--- config.mk ---
export PLATFORM = sky130hd
export DESIGN_NAME = lis_sequencer
export DESIGN_NICKNAME = d
export VERILOG_FILES = /design/src/lis_pkg.sv /design/src/lis_sequencer.sv
export VERILOG_INCLUDE_DIRS = /design/src
export SDC_FILE = /design/constraint.sdc
export NUM_CORES = 1
export LEC_CHECK = 0
export BUFFER_PORTS_ARGS = -buffer_cell sky130_fd_sc_hd__buf_2
export CAP_MARGIN = 5
export CORE_MARGIN = 2
export CORE_UTILIZATION = 35
export CTS_CLUSTER_SIZE = 24
export DETAILED_ROUTE_END_ITERATION = 12
export SLEW_MARGIN = 20
export SYNTH_ARGS = -nofsm -noshare
export SYNTH_HDL_FRONTEND = slang
export SYNTH_SLANG_ARGS = --single-unit
--- constraint.sdc ---
create_clock -name pclk -period 6.6 [get_ports pclk]
set_input_delay 1.32 -clock pclk [delete_from_list [all_inputs] [get_ports pclk]]
set_output_delay 1.32 -clock pclk [all_outputs]
set_load 0.05 [all_outputs]
--- src/lis_map.svh ---
`ifndef LIS_MAP_SVH
`define LIS_MAP_SVH

// register byte offsets
`define LIS_CTRL_OFS 12'h000
`define LIS_STAT_OFS 12'h004
`define LIS_FAULT_OFS 12'h008
`define LIS_ADDR_OFS 12'h00c

// control fields
`define LIS_CTRL_GATE_EN 0
`define LIS_CTRL_AUTORETRY 1
`define LIS_CTRL_GPIO_MODE_LO 2
`define LIS_CTRL_GPIO_LEVEL 4
`define LIS_CTRL_MUX_LO 5

// status fields
`define LIS_STAT_OV 0
`define LIS_STAT_UV 1
`define LIS_STAT_PGOOD 2
`define LIS_STAT_ARMED 3
`define LIS_STAT_GATE 4
`define LIS_STAT_GPIO_IN 5
`define LIS_STAT_ILIM 6
`define LIS_STAT_STATE_LO 8

// fault fields
`define LIS_FAULT_OV 0
`define LIS_FAULT_UV 1
`define LIS_FAULT_OC 2

// defaults loaded by the power-on-reset pulse
`define LIS_AUTORETRY_RST 1'b0
`define LIS_GPIO_MODE_RST 2'h0
`define LIS_GPIO_LEVEL_RST 1'b1
`define LIS_MUX_RST 2'h0

// gpio modes
`define LIS_GPIO_PGOOD 2'h0
`define LIS_GPIO_PBAD 2'h1
`define LIS_GPIO_INPUT 2'h2
`define LIS_GPIO_OUTPUT 2'h3

// timing
`define LIS_CLK_MHZ 250
`define LIS_TICK_NS 1000
`define LIS_TICK_CYCLES (`LIS_TICK_NS * `LIS_CLK_MHZ / 1000)
`define LIS_POR_US 60
`define LIS_QUAL_MS 100
`define LIS_START_MS 100
`define LIS_COOL_S 5
`define LIS_CB_FILTER_US 20

`endif

--- src/lis_pkg.sv ---
package lis_pkg;

  typedef enum logic [2:0] {
    ST_DOWN,
    ST_POR,
    ST_QUAL,
    ST_OFF,
    ST_START,
    ST_RUN,
    ST_COOL
  } lis_state_e;

  typedef struct packed {
    logic [19:0] s1;
    logic [19:0] s2;
    lis_state_e st;
    logic [22:0] cnt;
    logic [9:0] cb_cnt;
    logic [7:0] div;
    logic tick;
    logic on_prev;
    logic gate_en;
    logic autoretry;
    logic [1:0] gpio_mode;
    logic gpio_level;
    logic [1:0] mux;
    logic [2:0] fault;
    logic armed;
    logic gate_on;
    logic ilim_run;
    logic timer_charge;
    logic pgood;
    logic gpio_oe;
    logic gpio_o;
    logic [4:0] addr;
    logic pready;
    logic pslverr;
    logic [31:0] prdata;
  } lis_regs_s;

endpackage

--- src/lis_sequencer.sv ---
`timescale 1ns/1ps
`default_nettype none
`include "lis_map.svh"

module lis_sequencer #(
  parameter int unsigned POR_CYCLES = `LIS_POR_US * `LIS_CLK_MHZ,
  parameter int unsigned QUAL_TICKS = `LIS_QUAL_MS * 1000,
  parameter int unsigned START_TICKS = `LIS_START_MS * 1000,
  parameter int unsigned COOL_TICKS = `LIS_COOL_S * 1000000,
  parameter int unsigned CB_FILTER_TICKS = `LIS_CB_FILTER_US,
  parameter bit SMALL_PKG = 1'b0
) (
  input wire logic pclk,
  input wire logic presetn,
  input wire logic psel,
  input wire logic penable,
  input wire logic pwrite,
  input wire logic [11:0] paddr,
  input wire logic [31:0] pwdata,
  output logic [31:0] prdata,
  output logic pready,
  output logic pslverr,
  input wire logic input_undervolt_cmp,
  input wire logic input_overvolt_cmp,
  input wire logic supply_overvolt_cmp,
  input wire logic input_supply_lockout,
  input wire logic internal_supply_lockout,
  input wire logic enable_n,
  input wire logic on_in,
  input wire logic power_good_cmp,
  input wire logic breaker_detector,
  input wire logic current_limit_cmp,
  input wire logic timer_threshold_cmp,
  input wire logic cooldown_cmp,
  input wire logic timer_strap,
  input wire logic gpio_i,
  input wire logic [1:0] address_select_0,
  input wire logic [1:0] address_select_1,
  input wire logic [1:0] address_select_2,
  output logic gate_on,
  output logic ilim_run,
  output logic timer_charge,
  output logic breaker_armed,
  output logic gpio_o,
  output logic gpio_oe,
  output logic [1:0] adc_mux_sel,
  output logic [4:0] slave_addr
);

  lis_pkg::lis_regs_s q;
  lis_pkg::lis_regs_s n;

  // tri-state pin code: 00 ground, 01 or 11 open, 10 tied high
  function automatic logic [4:0] trit(input logic [1:0] code);
    case (code)
      2'h0: trit = 5'h00;
      2'h2: trit = 5'h02;
      default: trit = 5'h01;
    endcase
  endfunction

  function automatic logic reached(input logic [22:0] cnt, input int unsigned lim);
    reached = cnt >= 23'(lim);
  endfunction

  logic s_uv;
  logic s_ov;
  logic s_sov;
  logic s_vlock;
  logic s_ilock;
  logic s_en_n;
  logic s_on;
  logic s_pg;
  logic s_cb;
  logic s_ilim;
  logic s_tmr;
  logic s_cool;
  logic s_strap;
  logic s_gpio;
  logic [1:0] s_a0;
  logic [1:0] s_a1;
  logic [1:0] s_a2;
  logic qual;
  logic on_rise;
  logic on_fall;
  logic wr;
  logic [31:0] rdata;
  logic mapped;
  logic [4:0] a1;
  logic [4:0] a2;

  assign s_uv = q.s2[0];
  assign s_ov = q.s2[1];
  assign s_sov = q.s2[2];
  assign s_vlock = q.s2[3];
  assign s_ilock = q.s2[4];
  assign s_en_n = q.s2[5];
  assign s_on = q.s2[6];
  assign s_pg = q.s2[7];
  assign s_cb = q.s2[8];
  assign s_ilim = q.s2[9];
  assign s_tmr = q.s2[10];
  assign s_cool = q.s2[11];
  assign s_strap = q.s2[12];
  assign s_gpio = q.s2[13];
  assign s_a0 = q.s2[15:14];
  assign s_a1 = q.s2[17:16];
  assign s_a2 = q.s2[19:18];

  assign qual = !s_vlock && !s_uv && !s_ov && !s_sov && !s_en_n;
  assign on_rise = s_on && !q.on_prev;
  assign on_fall = !s_on && q.on_prev;
  assign wr = psel && penable && pwrite && q.pready;

  always_comb begin
    mapped = 1'b1;
    rdata = 32'h0;
    case (paddr)
      `LIS_CTRL_OFS: begin
        rdata[`LIS_CTRL_GATE_EN] = q.gate_en;
        rdata[`LIS_CTRL_AUTORETRY] = q.autoretry;
        rdata[`LIS_CTRL_GPIO_MODE_LO +: 2] = q.gpio_mode;
        rdata[`LIS_CTRL_GPIO_LEVEL] = q.gpio_level;
        rdata[`LIS_CTRL_MUX_LO +: 2] = q.mux;
      end
      `LIS_STAT_OFS: begin
        rdata[`LIS_STAT_OV] = s_ov | s_sov;
        rdata[`LIS_STAT_UV] = s_uv;
        rdata[`LIS_STAT_PGOOD] = q.pgood;
        rdata[`LIS_STAT_ARMED] = q.armed;
        rdata[`LIS_STAT_GATE] = q.gate_on;
        rdata[`LIS_STAT_GPIO_IN] = s_gpio;
        rdata[`LIS_STAT_ILIM] = s_ilim;
        rdata[`LIS_STAT_STATE_LO +: 3] = q.st;
      end
      `LIS_FAULT_OFS: rdata[2:0] = q.fault;
      `LIS_ADDR_OFS: rdata[4:0] = q.addr;
      default: mapped = 1'b0;
    endcase
  end

  // missing pins on the small package read as open
  assign a1 = SMALL_PKG ? 5'h01 : trit(s_a1);
  assign a2 = SMALL_PKG ? 5'h01 : trit(s_a2);

  always_comb begin
    n = q;
    n.s1 = {address_select_2, address_select_1, address_select_0, gpio_i, timer_strap,
            cooldown_cmp, timer_threshold_cmp, current_limit_cmp, breaker_detector,
            power_good_cmp, on_in, enable_n, internal_supply_lockout,
            input_supply_lockout, supply_overvolt_cmp, input_overvolt_cmp,
            input_undervolt_cmp};
    n.s2 = q.s1;
    n.on_prev = s_on;

    n.tick = q.div == 8'(`LIS_TICK_CYCLES - 1);
    n.div = n.tick ? 8'h00 : q.div + 8'h01;
    n.cnt = q.tick ? q.cnt + 23'h1 : q.cnt;

    n.addr = 5'(a2 * 5'd9 + a1 * 5'd3 + trit(s_a0));

    // apb: answer in the second access cycle, effect at its closing edge
    n.pready = psel && penable && !q.pready;
    n.pslverr = n.pready && !mapped;
    n.prdata = n.pready && !pwrite && mapped ? rdata : 32'h0;
    if (wr && mapped && paddr == `LIS_CTRL_OFS) begin
      n.gate_en = pwdata[`LIS_CTRL_GATE_EN];
      n.autoretry = pwdata[`LIS_CTRL_AUTORETRY];
      n.gpio_mode = pwdata[`LIS_CTRL_GPIO_MODE_LO +: 2];
      n.gpio_level = pwdata[`LIS_CTRL_GPIO_LEVEL];
      n.mux = pwdata[`LIS_CTRL_MUX_LO +: 2];
    end
    // writing zero clears a flag; hardware sets below still win
    if (wr && mapped && paddr == `LIS_FAULT_OFS) begin
      n.fault = q.fault & pwdata[2:0];
    end

    // pin edges after the bus write so the pin wins a tie
    if (q.st >= lis_pkg::ST_OFF) begin
      if (on_rise) begin
        n.gate_en = 1'b1;
      end
      if (on_fall) begin
        n.gate_en = 1'b0;
      end
    end

    if (q.st >= lis_pkg::ST_START && q.st <= lis_pkg::ST_RUN) begin
      if (s_uv) begin
        n.fault[`LIS_FAULT_UV] = 1'b1;
      end
      if (s_ov) begin
        n.fault[`LIS_FAULT_OV] = 1'b1;
      end
    end
    if (s_sov && q.st != lis_pkg::ST_DOWN && q.st != lis_pkg::ST_POR) begin
      n.fault[`LIS_FAULT_OV] = 1'b1;
    end

    case (q.st)
      lis_pkg::ST_DOWN: begin
        n.cnt = 23'h0;
        if (!s_ilock) begin
          n.st = lis_pkg::ST_POR;
        end
      end
      lis_pkg::ST_POR: begin
        n.cnt = q.cnt + 23'h1;
        n.fault = 3'h0;
        n.gate_en = 1'b0;
        n.autoretry = `LIS_AUTORETRY_RST;
        n.gpio_mode = `LIS_GPIO_MODE_RST;
        n.gpio_level = `LIS_GPIO_LEVEL_RST;
        n.mux = `LIS_MUX_RST;
        if (reached(q.cnt, POR_CYCLES - 1)) begin
          n.st = lis_pkg::ST_QUAL;
        end
      end
      lis_pkg::ST_QUAL: begin
        // any bounce restarts the full interval
        if (!qual) begin
          n.cnt = 23'h0;
        // one extra tick: the first tick may fall right after entry
        end else if (reached(q.cnt, QUAL_TICKS + 1)) begin
          n.gate_en = s_on;
          n.st = lis_pkg::ST_OFF;
        end
      end
      lis_pkg::ST_OFF: begin
        if (!qual) begin
          n.st = lis_pkg::ST_QUAL;
        end else if (n.gate_en && (q.autoretry || !q.fault[`LIS_FAULT_OC])) begin
          n.st = lis_pkg::ST_START;
        end
      end
      lis_pkg::ST_START: begin
        if (!qual) begin
          n.st = lis_pkg::ST_QUAL;
        end else if (!n.gate_en) begin
          n.st = lis_pkg::ST_OFF;
        end else if (s_strap ? reached(q.cnt, START_TICKS + 1) : s_tmr) begin
          if (s_ilim) begin
            n.fault[`LIS_FAULT_OC] = 1'b1;
            n.st = lis_pkg::ST_COOL;
          end else begin
            n.st = lis_pkg::ST_RUN;
          end
        end
      end
      lis_pkg::ST_RUN: begin
        n.cb_cnt = !s_cb ? 10'h0 : (q.tick ? q.cb_cnt + 10'h1 : q.cb_cnt);
        if (!qual) begin
          n.st = lis_pkg::ST_QUAL;
        end else if (!n.gate_en) begin
          n.st = lis_pkg::ST_OFF;
        end else if (q.cb_cnt > 10'(CB_FILTER_TICKS)) begin
          n.fault[`LIS_FAULT_OC] = 1'b1;
          n.st = lis_pkg::ST_COOL;
        end
      end
      lis_pkg::ST_COOL: begin
        // restart decision is made in ST_OFF
        if (s_strap ? reached(q.cnt, COOL_TICKS) : s_cool) begin
          n.st = lis_pkg::ST_OFF;
        end
      end
      default: n.st = lis_pkg::ST_DOWN;
    endcase

    if (s_ilock) begin
      n.st = lis_pkg::ST_DOWN;
    end
    if (n.st != q.st) begin
      n.cnt = 23'h0;
    end
    if (n.st != lis_pkg::ST_RUN) begin
      n.cb_cnt = 10'h0;
    end

    n.gate_on = n.st == lis_pkg::ST_START || n.st == lis_pkg::ST_RUN;
    n.timer_charge = n.st == lis_pkg::ST_START;
    n.armed = n.st == lis_pkg::ST_RUN;
    n.ilim_run = n.armed;
    n.pgood = n.armed && s_pg;

    n.gpio_o = 1'b0;
    case (n.gpio_mode)
      `LIS_GPIO_PGOOD: n.gpio_oe = !n.pgood;
      `LIS_GPIO_PBAD: n.gpio_oe = n.pgood;
      `LIS_GPIO_INPUT: n.gpio_oe = 1'b0;
      default: n.gpio_oe = !n.gpio_level;
    endcase
  end

  always_ff @(posedge pclk or negedge presetn) begin
    if (!presetn) begin
      q <= '0;
    end else begin
      q <= n;
    end
  end

  assign prdata = q.prdata;
  assign pready = q.pready;
  assign pslverr = q.pslverr;
  assign gate_on = q.gate_on;
  assign ilim_run = q.ilim_run;
  assign timer_charge = q.timer_charge;
  assign breaker_armed = q.armed;
  assign gpio_o = q.gpio_o;
  assign gpio_oe = q.gpio_oe;
  assign adc_mux_sel = q.mux;
  assign slave_addr = q.addr;

endmodule

`default_nettype wire

==> impl_results.md <==
- Share of layout cells above drive strength 1: 0.192
- Worst Setup Path Type: in2reg
- Buf/Inv on CP: 2
- Share of synthesized registers carrying an async set or reset: 1.00
- RSZ-0062 raised after global routing: false
- Number of endpoints with negative hold slack in the final report: 0
- Placement row count: 47
- First DRT Iteration DRCs: 322
- Buffers from clock root to sink, at most: 2
- Clk pin slew, worst setup/hold paths: 0.06 ns
- # Max-Cap Violations: 0
- Area of the placeable core: 16700 sq um
- Highest cell delay on the worst timing path: 0.57 ns
- RD Place Congestion: 0.872
- Initial standard-cell utilization of the core: 0.360
- DR vias: 4586
- Required time at the worst-slack endpoint: 6.89 ns
- Most used DFF post-synth: sky130_fd_sc_hd__dfrtp_1
- Antenna viol nets, final: 0
- # nets final: 735
- Via-per-instance ratio: 5.18
- Die area: 18300 sq um
- Detailed-routing iteration count for the pre-antenna-repair pass: 8
- Total half-perimeter wirelength after legalization and detailed placement: 9360 um
- Avg WL per Cell: 15.1 um
- Setup-failing EPs final: 0
- Reported leakage power: 3.11 nW
- Critical path fanouts, max: 23
- Maximum vdd drop: 0.175 mV
- Port bufs: 67
- Worst Skew: 0.00681 ns
- Number of top-level pins: 116
- Cell taking the most area after synthesis: sky130_fd_sc_hd__dfrtp_1
- Sinks on the clock net: 118
- Routed wire length: 13300 um
- Post-route core utilization: 0.413
- Post-synthesis instance area: 6020 sq um
- Fin crit period: 4.13 ns
- Syn_area_per_cell: 9.91 sq um
- Largest net degree at the start of global routing: 65
- Final routed DRC violation total: 0
- Total design power: 1.76 mW
- Number of cells in the design after placement: 853
- Fin cells: 885
- Fraction of post-synthesis cell area in the top cell type by area: 0.491
- Count of state elements after synthesis: 118
- Fraction of the cycle the final worst path needs: 0.626
- Vias in the first global route: 4525
- Count of cell types in the netlist: 67
- Clock latency of the later-clocked register in the worst-skew pair: 0.42 ns
- Origin of the worst setup path: paddr[5]
- Top cell types by occurrence after synthesis: sky130_fd_sc_hd__dfrtp_1, sky130_fd_sc_hd__nor2_1, sky130_fd_sc_hd__buf_4, sky130_fd_sc_hd__nor3_1, sky130_fd_sc_hd__o21ai_0
- Final count of pins violating max slew: 0
- Data arrival at the endpoint of the critical path: 4.42 ns
- Wire length of the first global-routing pass: 22000 um
- Die Span X: 135 um
- Initial antenna violation count: 0
- Power per Cell Area: 255 nW/um^2
- Global-route congestion overflow total: 0
- Root Buffer: sky130_fd_sc_hd__clkbuf_16
- Number of buffers inserted to repair setup after CTS: 0
- Clock buffers created by TritonCTS: 17
- Most used cell, CP: sky130_fd_sc_hd__or4_4
- Post-cts hold buffer count: 0
- Normalized max-slew margin: 0.434
- Setup TNS Final: 0 ns
- Post-synthesis sequential area ratio: 0.491
- Class of the most critical hold timing path: reg2reg
- Run status: complete, no violations
- Hold Path Origin: n[104]
- Number of antenna diodes: 0
- Total track usage: 0.152
- Number of gates given a new drive strength after cts: 0
- Ranking of synthesized cells by area: sky130_fd_sc_hd__dfrtp_1, sky130_fd_sc_hd__buf_4, sky130_fd_sc_hd__nor3_1
- Synth-to-Final Area Change: 14.7%
- R2R Path Start: q[90]
- CP max-delay cell: sky130_fd_sc_hd__or4_4
- Number of flops mapped to enable cells by yosys: 0
- Clock tree from TritonCTS: built
- Slew at the pin closest to its max-slew limit: 0.846 ns
- Leading cell type by number of instances after synthesis: sky130_fd_sc_hd__dfrtp_1
- Number of instances in the synthesized netlist: 607
- Total number of yosys warnings: 0
- DIE HEIGHT: 135 um
- Highest clock frequency the design can meet: 0.242 GHz
- Crit. End Element: register
- Crit-path cells: buf_2, or4_4, nor4_4, nand2_4, a221o_1, or4_4, a32oi_1, o21ai_1, buf_4, a2111oi_0
- Top cell family by delay on the critical path: simple AND/OR/NAND/NOR gates
- Clock H-tree levels: 4
- Type of origin of the critical path: input pin
==> flip-flops by register name, indices dropped and copies added (netlist names) <==
name / flops
adc_mux_sel: 2
gate_on: 1
gpio_oe: 1
ilim_run: 1
n: 21
prdata: 10
pready: 1
pslverr: 1
q: 74
slave_addr: 5
timer_charge: 1
==> layout by cell type, fill, tap and decap left out, drive strengths merged, types with 3 or more instances in the layout <==
cell type  count
or2            6
o211ai         5
and3          21
o31ai          4
inv           18
nor2b         15
xor2           5
nor2          52
nand4          5
nand2b         4
conb          23
nand3         22
mux2i         10
a21oi         30
and2           8
o31a          10
clkinv         6
nor4b          3
xnor2          4
or4            5
ha            12
nor3          39
nor4          13
a211oi         3
nand2         34
nor3b         10
o21ai         37
buf           71
mux2           5
clkinvlp       4
a22oi          3
clkbuf        20
dfrtp        118
a31oi          6
==> logic make-up (layout without fill, tap and decap cells) <==
family / after synthesis / count (layout) / share of synthesized area
AOI/OAI and AO/OA: 122 / 122 / 0.131
xor gates and xnor gates: 9 / 9 / 0.0131
buffers and inverters: 83 / 119 / 0.0784
muxes: 17 / 17 / 0.0335
DFF: 118 / 118 / 0.491
adders and majority gates: 14 / 14 / 0.0316
and+or+nand+nor: 243 / 243 / 0.221
other: 1 / 23 / 0.000623
==> path summary, 6_finish.rpt <==
check / to / slack (ns) / cells past startpoint
max: q[76] / 2.47 / 10
min: q[104] / 0.35 / 0
max reg2reg: q[76] / 3.11 / 8
min reg2reg: q[104] / 0.35 / 0
max in group asynchronous: n[114] / 4.35 / 2
min in group asynchronous: q[64] / 0.95 / 1
==> metal layers <==
layer / GRT usage / share of wire
met1: 0.202 / 0.46
met2: 0.241 / 0.47
met3: 0.0413 / 0.058
met4: 0.0527 / 0.010
met5: 0 / 0
==> power breakdown <==
part           total, mW  leakage (nW)  internal, mW  switching (mW)
registers          0.763          1.51         0.745          0.0177
logic              0.142          1.33        0.0367           0.106
clock network      0.851         0.265         0.513           0.339
==> through the flow <==
step	cell area, sq um	hold slack (ns)	setup WS, ns
6_report	6900	0.346	2.47
2_1_floorplan	6100	0.331	2.56
5_1_grt	6900	0.353	2.29
3_5_place_dp	6330	0.335	2.06
4_1_cts	6890	0.348	2.47
3_3_place_gp	6330	0.333	2.12
==> worst reg2reg max path, delay by kind of cell (launching register included) <==
| kind | cells | cell delay (ns) |
|---|---|---|
| flip-flops | 1 | 0.44 |
| AO/OA/AOI/OAI | 5 | 1.41 |
| AND/OR/NAND/NOR | 2 | 0.90 |
| XOR/XNOR | 1 | 0.58 |
==> cell type report <==
| class | count | area [sq um] |
|---|---|---|
| timing repair buffer | 71 | 368 |
| fill | 1600 | 9800 |
| clock inverter | 12 | 96.3 |
| multi-input combinational | 428 | 2680 |
| tap | 220 | 275 |
| clock buffer | 20 | 467 |
| inverter | 16 | 60.1 |
| sequential | 118 | 2950 |
No activity file was read; power rests on OpenSTA's default activity.
